## src/shared/asrp_pkg.sv

```systemverilog
`default_nettype none
package asrp_pkg;
   localparam int ADDR_W = 17;
   localparam int DATA_W = 8;
   localparam int CLK_PERIOD_NS = 10;
   // Timing figures in their own units
   localparam int WRITE_OVERLAP_WIDTH_NS = 50;
   localparam int SELECT_WRITE_OVERLAP_NS = 60;
   localparam int READ_ACCESS_NS = 70;
   localparam int RETENTION_SELECT_LEAD_NS = 0;
   localparam int RETENTION_SELECT_TRAIL_MS = 5;
   // Least times round up, read adds one cycle
   localparam int WRITE_CYC = (SELECT_WRITE_OVERLAP_NS + CLK_PERIOD_NS - 1) / CLK_PERIOD_NS;
   localparam int READ_CYC = (READ_ACCESS_NS + CLK_PERIOD_NS - 1) / CLK_PERIOD_NS + 1;
   localparam int TRAIL_CYC = RETENTION_SELECT_TRAIL_MS * 1000000 / CLK_PERIOD_NS;
   localparam int CNT_W = 20;
   localparam logic [CNT_W-1:0] CNT_ZERO = 20'h0_0000;

   typedef enum logic [4:0] {
      ASRP_IDLE = 5'b00001,
      ASRP_READ = 5'b00010,
      ASRP_WRITE = 5'b00100,
      ASRP_RECOV = 5'b01000,
      ASRP_HOLD = 5'b10000
   } asrp_state_e;

   typedef struct packed {
      logic select_low_active_n;
      logic select_high_active;
      logic output_gate_n;
      logic write_strobe_n;
      logic [ADDR_W-1:0] word_address_lines;
   } asrp_pins_s;

   typedef struct packed {
      logic write;
      logic [ADDR_W-1:0] addr;
      logic [DATA_W-1:0] wdata;
   } asrp_req_s;
endpackage
`default_nettype wire

```

## src/hdl/asrp_counter.sv

```systemverilog
`default_nettype none
module asrp_counter #(
   parameter int CNT_W = 20
) (
   input wire logic mclk_in,
   input wire logic nrst_in,
   input wire logic load_in,
   input wire logic [CNT_W-1:0] value_in,
   output logic done_out
);
   logic [CNT_W-1:0] cnt_r;
   logic [CNT_W-1:0] cnt_nxt;

   always_comb begin
      cnt_nxt = cnt_r;
      if (load_in) begin
         cnt_nxt = value_in;
      end else if (cnt_r != '0) begin
         cnt_nxt = cnt_r - 1'b1;
      end
   end

   always_ff @(posedge mclk_in) begin
      if (!nrst_in) begin
         cnt_r <= '0;
      end else begin
         cnt_r <= cnt_nxt;
      end
   end

   assign done_out = (cnt_r == '0) && !load_in;
endmodule
`default_nettype wire

```

## src/hdl/asrp_host.sv

```systemverilog
`default_nettype none
// How it works
// Memory holds 131072 bytes, 17-bit address
// Selected only when both selects active
// Device drives data only on read gate
// Device floats data otherwise
// Write happens while selected, strobe low
// Gate high keeps device pins floating
// Strobe overlap held at least 50 ns
// Select overlap held at least 60 ns
// Host releases bus before enabling outputs
// Wait 70 ns before sampling read data
// Deselect before power drop, 5 ms after
// Device needs no clock or refresh
// Data pins shared both directions
// Address stable during each access
module asrp_host #(
   parameter int TRAIL_CYCLES = asrp_pkg::TRAIL_CYC
) (
   input wire logic mclk_in,
   input wire logic nrst_in,
   input wire logic req_valid_in,
   input wire asrp_pkg::asrp_req_s req_in,
   output logic req_ready_out,
   output logic rd_valid_out,
   output logic [asrp_pkg::DATA_W-1:0] rd_data_out,
   input wire logic power_down_in,
   input wire logic power_restored_in,
   output logic retention_busy_out,
   output asrp_pkg::asrp_pins_s pins_out,
   input wire logic [asrp_pkg::DATA_W-1:0] shared_data_pins_in,
   output logic [asrp_pkg::DATA_W-1:0] shared_data_pins_out,
   output logic shared_data_pins_oe_out
);
   asrp_pkg::asrp_state_e state_r, state_nxt;
   asrp_pkg::asrp_pins_s pins_r, pins_nxt;
   logic [asrp_pkg::DATA_W-1:0] wdata_r, wdata_nxt;
   logic oe_r, oe_nxt;
   logic [asrp_pkg::DATA_W-1:0] rdata_r, rdata_nxt;
   logic rvalid_r, rvalid_nxt;
   logic load;
   logic [asrp_pkg::CNT_W-1:0] load_val;
   logic done;
   logic take;
   logic start_hold;
   logic access_end;
   logic read_end;

   asrp_counter #(.CNT_W(asrp_pkg::CNT_W)) u_cnt (
      .mclk_in(mclk_in),
      .nrst_in(nrst_in),
      .load_in(load),
      .value_in(load_val),
      .done_out(done)
   );

   // Request taken at this edge
   assign take = req_valid_in && req_ready_out;
   assign start_hold = (state_r == asrp_pkg::ASRP_IDLE) && power_down_in;
   assign access_end = done && ((state_r == asrp_pkg::ASRP_READ) || (state_r == asrp_pkg::ASRP_WRITE));
   assign read_end = done && (state_r == asrp_pkg::ASRP_READ);

   // Sequencer and access timer
   always_comb begin
      state_nxt = state_r;
      load = 1'b0;
      load_val = asrp_pkg::CNT_ZERO;
      unique case (state_r)
         asrp_pkg::ASRP_IDLE: begin
            if (start_hold) begin
               load = 1'b1;
               load_val = asrp_pkg::CNT_W'(TRAIL_CYCLES);
               state_nxt = asrp_pkg::ASRP_HOLD;
            end else if (take) begin
               load = 1'b1;
               if (req_in.write) begin
                  load_val = asrp_pkg::CNT_W'(asrp_pkg::WRITE_CYC - 1);
                  state_nxt = asrp_pkg::ASRP_WRITE;
               end else begin
                  load_val = asrp_pkg::CNT_W'(asrp_pkg::READ_CYC - 1);
                  state_nxt = asrp_pkg::ASRP_READ;
               end
            end
         end
         asrp_pkg::ASRP_READ, asrp_pkg::ASRP_WRITE: begin
            if (access_end) begin
               state_nxt = asrp_pkg::ASRP_RECOV;
            end
         end
         asrp_pkg::ASRP_RECOV: begin
            state_nxt = asrp_pkg::ASRP_IDLE;
         end
         asrp_pkg::ASRP_HOLD: begin
            // Trail time runs only once the supply is back
            if (power_down_in || !power_restored_in) begin
               load = 1'b1;
               load_val = asrp_pkg::CNT_W'(TRAIL_CYCLES);
            end else if (done) begin
               state_nxt = asrp_pkg::ASRP_IDLE;
            end
         end
      endcase
   end

   always_ff @(posedge mclk_in) begin
      if (!nrst_in) begin
         state_r <= asrp_pkg::ASRP_IDLE;
      end else begin
         state_r <= state_nxt;
      end
   end

   // Pin sequencing, all pins change on one edge
   always_comb begin
      pins_nxt = pins_r;
      unique case (state_r)
         asrp_pkg::ASRP_IDLE: begin
            if (start_hold) begin
               pins_nxt.select_low_active_n = 1'b1;
               pins_nxt.select_high_active = 1'b0;
               pins_nxt.output_gate_n = 1'b1;
               pins_nxt.write_strobe_n = 1'b1;
            end else if (take) begin
               pins_nxt.word_address_lines = req_in.addr;
               pins_nxt.select_low_active_n = 1'b0;
               pins_nxt.select_high_active = 1'b1;
               pins_nxt.output_gate_n = req_in.write;
               pins_nxt.write_strobe_n = !req_in.write;
            end
         end
         asrp_pkg::ASRP_READ, asrp_pkg::ASRP_WRITE: begin
            if (access_end) begin
               pins_nxt.output_gate_n = 1'b1;
               pins_nxt.write_strobe_n = 1'b1;
               pins_nxt.select_low_active_n = 1'b1;
               pins_nxt.select_high_active = 1'b0;
            end
         end
         asrp_pkg::ASRP_RECOV, asrp_pkg::ASRP_HOLD: begin
            pins_nxt = pins_r;
         end
      endcase
   end

   always_ff @(posedge mclk_in) begin
      if (!nrst_in) begin
         pins_r.select_low_active_n <= 1'b1;
         pins_r.select_high_active <= 1'b0;
         pins_r.output_gate_n <= 1'b1;
         pins_r.write_strobe_n <= 1'b1;
         pins_r.word_address_lines <= '0;
      end else begin
         pins_r <= pins_nxt;
      end
   end

   // Host drive stays on one cycle past the strobe rise
   always_comb begin
      wdata_nxt = wdata_r;
      oe_nxt = oe_r;
      unique case (state_r)
         asrp_pkg::ASRP_IDLE: begin
            if (start_hold) begin
               oe_nxt = 1'b0;
            end else if (take) begin
               oe_nxt = req_in.write;
               if (req_in.write) begin
                  wdata_nxt = req_in.wdata;
               end
            end
         end
         asrp_pkg::ASRP_RECOV: begin
            oe_nxt = 1'b0;
         end
         asrp_pkg::ASRP_READ, asrp_pkg::ASRP_WRITE, asrp_pkg::ASRP_HOLD: begin
            oe_nxt = oe_r;
         end
      endcase
   end

   always_ff @(posedge mclk_in) begin
      if (!nrst_in) begin
         wdata_r <= '0;
         oe_r <= 1'b0;
      end else begin
         wdata_r <= wdata_nxt;
         oe_r <= oe_nxt;
      end
   end

   // Read data taken at the end of the access window
   always_comb begin
      rdata_nxt = rdata_r;
      rvalid_nxt = 1'b0;
      if (read_end) begin
         rdata_nxt = shared_data_pins_in;
         rvalid_nxt = 1'b1;
      end
   end

   always_ff @(posedge mclk_in) begin
      if (!nrst_in) begin
         rdata_r <= '0;
         rvalid_r <= 1'b0;
      end else begin
         rdata_r <= rdata_nxt;
         rvalid_r <= rvalid_nxt;
      end
   end

   assign req_ready_out = (state_r == asrp_pkg::ASRP_IDLE) && !power_down_in;
   assign rd_valid_out = rvalid_r;
   assign rd_data_out = rdata_r;
   assign retention_busy_out = (state_r == asrp_pkg::ASRP_HOLD);
   assign pins_out = pins_r;
   assign shared_data_pins_out = wdata_r;
   assign shared_data_pins_oe_out = oe_r;
endmodule
`default_nettype wire

```

## config.mk

```make
export PLATFORM = sky130hd
export DESIGN_NAME = asrp_host
export DESIGN_NICKNAME = d
export VERILOG_FILES = /design/src/shared/asrp_pkg.sv /design/src/hdl/asrp_counter.sv /design/src/hdl/asrp_host.sv
export SDC_FILE = /design/constraint.sdc
export NUM_CORES = 1
export LEC_CHECK = 0
export BUFFER_PORTS_ARGS = -buffer_cell sky130_fd_sc_hd__buf_2
export CAP_MARGIN = 20
export CORE_ASPECT_RATIO = 0.6
export CORE_MARGIN = 3
export CORE_UTILIZATION = 25
export DETAILED_ROUTE_END_ITERATION = 8
export SETUP_SLACK_MARGIN = 0.02
export SKIP_LAST_GASP = 1
export SLEW_MARGIN = 30
export SYNTH_ARGS = -nofsm -noshare
export SYNTH_HDL_FRONTEND = slang
export SYNTH_SLANG_ARGS = --single-unit
```

## constraint.sdc

```tcl
create_clock -name mclk_in -period 6.3 [get_ports mclk_in]
set_clock_uncertainty 0.05 [all_clocks]
set_input_delay 0.315 -clock mclk_in [delete_from_list [all_inputs] [get_ports mclk_in]]
set_output_delay 0.315 -clock mclk_in [all_outputs]
set_load 0.02 [all_outputs]
```

======== Word-level counts from Yosys, hierarchy flattened ========
Index checks and enable logic that the tools add are counted.
storage, ports and cells
  latch bits .............................. 0
  bits in registers ....................... 64
  memories ................................ 0
  bits in writable memories ............... 0
  ROM bits ................................ 0
cells by class
  shifts and indexed selects .............. 0
  divide/modulo/power cells ............... 0
  $lt $le $gt $ge ......................... 0
  bitwise gates (word level) .............. 3
  $mul .................................... 0
  $add $sub $neg .......................... 1
  reductions and logical operators ........ 23
  eq/ne operators ......................... 9
  muxes and demuxes ....................... 26
operators with widths
  operator               number
  $mux 20                2
  $mux 19                2
  $pmux 19 s2            1
  $mux 5                 5
  $mux 21                1
  $logic_not 20->1       1
  $pmux 5 s4             1
  $reduce_bool 20->1     1
  $sub 20x1->20 const B  1
  $mux 4                 2
  $pmux 4 s2             1
  $reduce_and 4->1       2
  $logic_and 1x1->1      6
  $mux 1                 6
  $mux 3                 2
  $reduce_and 3->1       2
  $eq 5x1->1 const B     1
  $eq 5x2->1 const B     1
  $eq 5x3->1 const B     1
  $eq 5x4->1 const B     1
  $eq 5x5->1 const B     1
  $logic_not 1->1        4
  $ne 2x2->1 const B     2
  $pmux 1 s2             2
  other kinds (9)        13

======== Longest topological paths before layout ========
  word-level depth ........................ 11
  gate-level depth with buffers ........... 8
  mapped depth without buffers ............ 7

======== Modules after synthesis ========
From an unflattened synthesis, not the netlist that was laid out.
second synthesis, totals
  cell total of the unflattened synthesis .. 369
  area, all modules ....................... 3026.7 sq um
by module, submodules not included
  module        cells each  area each (sq um)  instances
  asrp_host     214         1855.5             1
  asrp_counter  155         1171.1             1

======== Worst setup path before layout ========
Ideal clock, no wire load.
  path kind ............................... register -> register
  start point ............................. register u_cnt.cnt_r[2]
  end point ............................... register u_cnt.cnt_r[14]
  data required time ...................... 6176 ps
  stages on the path, launching flop included .. 6
  path buffers ............................ 0
  data arrival time ....................... 2252 ps
  path slack .............................. 3924 ps
  clock period less this slack ............ 2376 ps
  cell sequence ........................... dfxtp_1 or4_4 or4_4 or4_1 or4_1 o21ai_0
between the ends
  cells in the longest elaborated chain, start to end .. 3
RTL lines
  element                   RTL line            RTL
  start: declaration        asrp_counter.sv:11  logic [CNT_W-1:0] cnt_r;
  start signal: assignment  asrp_counter.sv:27  cnt_r <= cnt_nxt;
  $sub 20x1->20             asrp_counter.sv:19  cnt_nxt = cnt_r - 1'b1;
  $mux 20                   asrp_counter.sv:18  end else if (cnt_r != '0) begin
  $mux 20                   asrp_counter.sv:16  if (load_in) begin
Parallel ways exist; a longest one is shown, timed or not. The select of a mux whose other input is x is not followed.
A chain may end at the register's enable or synchronous reset.

======== Worst setup path after layout ========
  start point ............................. register state_r[0]
  end point ............................... register u_cnt.cnt_r[15]
between the ends
  cells in the longest elaborated chain, start to end .. 7
RTL lines
  element                                       RTL line                                            RTL
  start: declaration                            asrp_host.sv:35                                     asrp_pkg::asrp_state_e state_r, state_nxt;
  start signal: assignment                      asrp_host.sv:107                                    state_r <= asrp_pkg::ASRP_IDLE;
  start signal: assignment                      asrp_host.sv:109                                    state_r <= state_nxt;
  $eq 5x1->1                                    asrp_host.sv:59, asrp_host.sv:68, asrp_host.sv:211
  $logic_and 1x1->1                             asrp_host.sv:211                                    assign req_ready_out = (state_r == asrp_pkg::ASRP_IDLE) && !power_down_in;
  $logic_and 1x1->1                             asrp_host.sv:58                                     assign take = req_valid_in && req_ready_out;
  $mux 1                                        asrp_host.sv:74                                     end else if (take) begin
  $mux 1                                        asrp_host.sv:70                                     if (start_hold) begin
  $pmux 1 s2                                    asrp_host.sv:68                                     unique case (state_r)
  $mux 20 or $reduce_bool 2->1 (tied branches)  n/a
Parallel ways exist; a longest one is shown, timed or not.

==> results.txt <==
Yosys warning total = 0
CTS root buf = clkbuf_16
leakage power = 0.00158 uW
crit start category = flop
Total GRT Usage = 12.7%
post-CTS setup buffers = 0
vias in the first global route = 2527
Tmin final = 2720 ps
Top FF cell, synth = dfxtp_1
Clock H-tree levels = 3
dpl ws = 3580 ps
P&R area growth vs syn = 28.8%
global-route wire length before repair = 12600 um
Hold WC Path Type = in2reg
Sw Ratio = 37.6%
number of core rows = 29
Worst EP required = 6440 ps
Setup violations, final = 0
Slew HR = 46.0%
CTS Buf Count = 9
Switch Pwr = 638 uW
Post-Layout Inst Area = 0.00362 mm2
cell area after synthesis = 0.00281 mm2
wire per inst = 13.8 um
mux contribution to synthesized area = 3.21%
CP endpoint kind = flop
power share of the clock group = 28.9%
register area share after synthesis = 45.6%
maximum VDD drop = 0.194 mV
DRC = 0
grt ovf = 0
Cells after Synth = 342
Worst Tran Pin Value = 808 ps
worst setup path category = reg2reg
Final Slew Violations = 0
simple-gate share of the synthesized area = 25.8%
fraction of registers with async set/reset = 0%
combinational power share = 37.3%
setup tns final = 0 ps
Adder-Cell Fraction of Synth Area = 0.891%
Synth Area in Compound Gates = 16.1%
#FFs+latches synth = 64
RSZ-0062 raised after global routing = no
Cell Int Power = 1060 uW
Unique masters post-synth = 46
placed cells = 541
Final ANT Viol Nets = 0
Layout Nets = 454
die width = 143 um
Iter 0 DRT Violations = 199
main combinational cell family by area after synthesis = simple AND/OR/NAND/NOR gates
share of layout cells above drive strength 1 = 24.6%
Synth Net Count = 383
Initial Utilization = 26.1%
post-layout power = 1700 uW
Final HPWL DP = 5630 um
Final Hold Fails = 0
first drt pass iteration count = 5
EDFF count, synth = 0
PortBufs = 79
routability cong. = 0.937
Syn Area/Cell = 8.21 um2
clock tree sinks = 64
Peak Freq = 0.368 GHz
outcome = complete, no violations
final wirelength = 7690 um
Seq pwr share = 33.7%
Core ar. = 0.0107 mm2
die height = 88.1 um
# IOs = 80
die area = 0.0126 mm2
pin count of the biggest net entering global routing = 44
Non-Filler Instances = 557
Vias = 2715
via density per instance = 4.87
PnR worst setup slack = 3580 ps
hold buffers post-CTS = 0
arrival time at the worst endpoint = 2860 ps
# diodes = 0
CTS tree = done
CTS clock-pin slew for the worst setup and hold paths = 50 ps
PostCTS Resize Cnt = 0
Clk Latency, worst-skew pair = 330 ps
crit path max fanout = 22
Max-Cap Viols = 0
initial antenna violation count = 0
Placed Area = 0.00331 mm2
XOR/XNOR Fraction of Synth Area = 4.68%
Max Buffers Root-to-Sink = 2
power per cell area = 469 mW/mm2
Final Cycle Share = 43.2%
==> per-layer routing <==
metal / vias to the layer above / global-route usage (%) / share of wire, %
met3: 4 / 5.07 / 9.8
met2: 122 / 17.0 / 39
met4: 0 / 3.71 / 0.82
met1: 1251 / 18.4 / 51
li1: 1338 / - / -
met5: - / 0 / 0
==> layout make-up <==
cell class	count	area (um2)
fillers	1149	7120
inverters	7	26.3
well taps	139	174
repair buffers	80	403
clock buffers	11	243
flip-flops and latches	64	1280
clock inverters	5	56.3
multi-input cells	251	1430
==> state kept, by name, indices dropped and copies added, names as in the netlist <==
signal	cells
u_cnt.cnt_r	20
shared_data_pins_out	8
rd_valid_out	1
rd_data_out	8
pins_out	21
shared_data_pins_oe_out	1
state_r	5
==> cells in the final DEF (no fill, tap or decap), types with 2 or more instances in the layout <==
master / n
dfxtp_1: 64
a211oi_1: 3
a21boi_0: 2
nor2_1: 29
a22oi_1: 2
clkinv_2: 2
o2bb2ai_1: 2
or3_1: 7
nor3_1: 9
o31a_1: 2
or4_4: 2
mux2i_1: 9
xor2_1: 4
and2_1: 4
nand2_1: 58
and3_1: 3
buf_2: 79
or2_2: 2
nand2b_1: 2
a21oi_1: 37
nand4_1: 2
clkbuf_16: 9
or4_1: 9
o21a_1: 2
inv_1: 6
o31ai_1: 2
xnor2_1: 11
o21ai_0: 13
nor4_1: 3
nand3_1: 13
ha_1: 2
==> through the flow <==
step	hold slack (ps)	util, %
detailed placement	394	30.8
global route	174	33.7
floorplan	388	-
global placement	389	30.8
CTS	163	33.6
finish	171	33.7
==> worst max-delay path, cell delays in order (launching register included) <==
cell     delay, ps
dfxtp_1        470
or4b_2         680
nor2_1         280
nand2_1        540
nand3_1        420
o21ai_0        140
==> final timing paths <==
| path | start | end | slack (ps) | cells past startpoint |
|---|---|---|---|---|
| worst max register to register | state_r[0] | u_cnt.cnt_r[15] | 3580 | 5 |
| worst min-delay path | shared_data_pins_in[0] | rd_data_out[0] | 170 | 3 |
| worst max-delay path | state_r[0] | u_cnt.cnt_r[15] | 3580 | 5 |
| worst min register to register | pins_out[16] | pins_out[16] | 400 | 2 |
==> cells in the mapped netlist (2+ instances only) <==
cell,number,share of area (%)
dfxtp_1,64,46
nand2_1,58,7.8
a21oi_1,37,6.6
nor2_1,29,3.9
clkbuf_1,19,2.5
nand3_1,13,2.3
o21ai_0,13,2.3
xnor2_1,11,3.4
nor3_1,10,1.8
mux2i_1,9,3.2
or4_1,9,2.4
or3_1,7,1.6
inv_1,6,0.80
and2_1,4,0.89
nor4_1,4,0.89
xor2_1,4,1.2
a211oi_1,3,0.80
and3_1,3,0.67
a21boi_0,2,0.53
a22oi_1,2,0.53
ha_1,2,0.89
nand2b_1,2,0.45
nand4_1,2,0.45
o21a_1,2,0.53
o2bb2ai_1,2,0.62
o31a_1,2,0.62
o31ai_1,2,0.53
or2_2,2,0.45
or4_4,2,0.80
==> cell families after synthesis <==
family	Yosys count
xor gates and xnor gates	15
AOI/OAI and AO/OA	75
DFF	64
muxes	9
buffers and inverters	27
adders and majority gates	2
and+or+nand+nor	150
==> power by group through the flow <==
stage / clock (uW) / combinational, uW / sequential (uW)
after floorplan: 0 / 468 / 572
after global placement: 0 / 614 / 574
after detailed placement: 0 / 620 / 576
after CTS: 501 / 625 / 569
after global routing: 522 / 705 / 585
final: 490 / 633 / 572
Power figures use the tool's default switching activity.
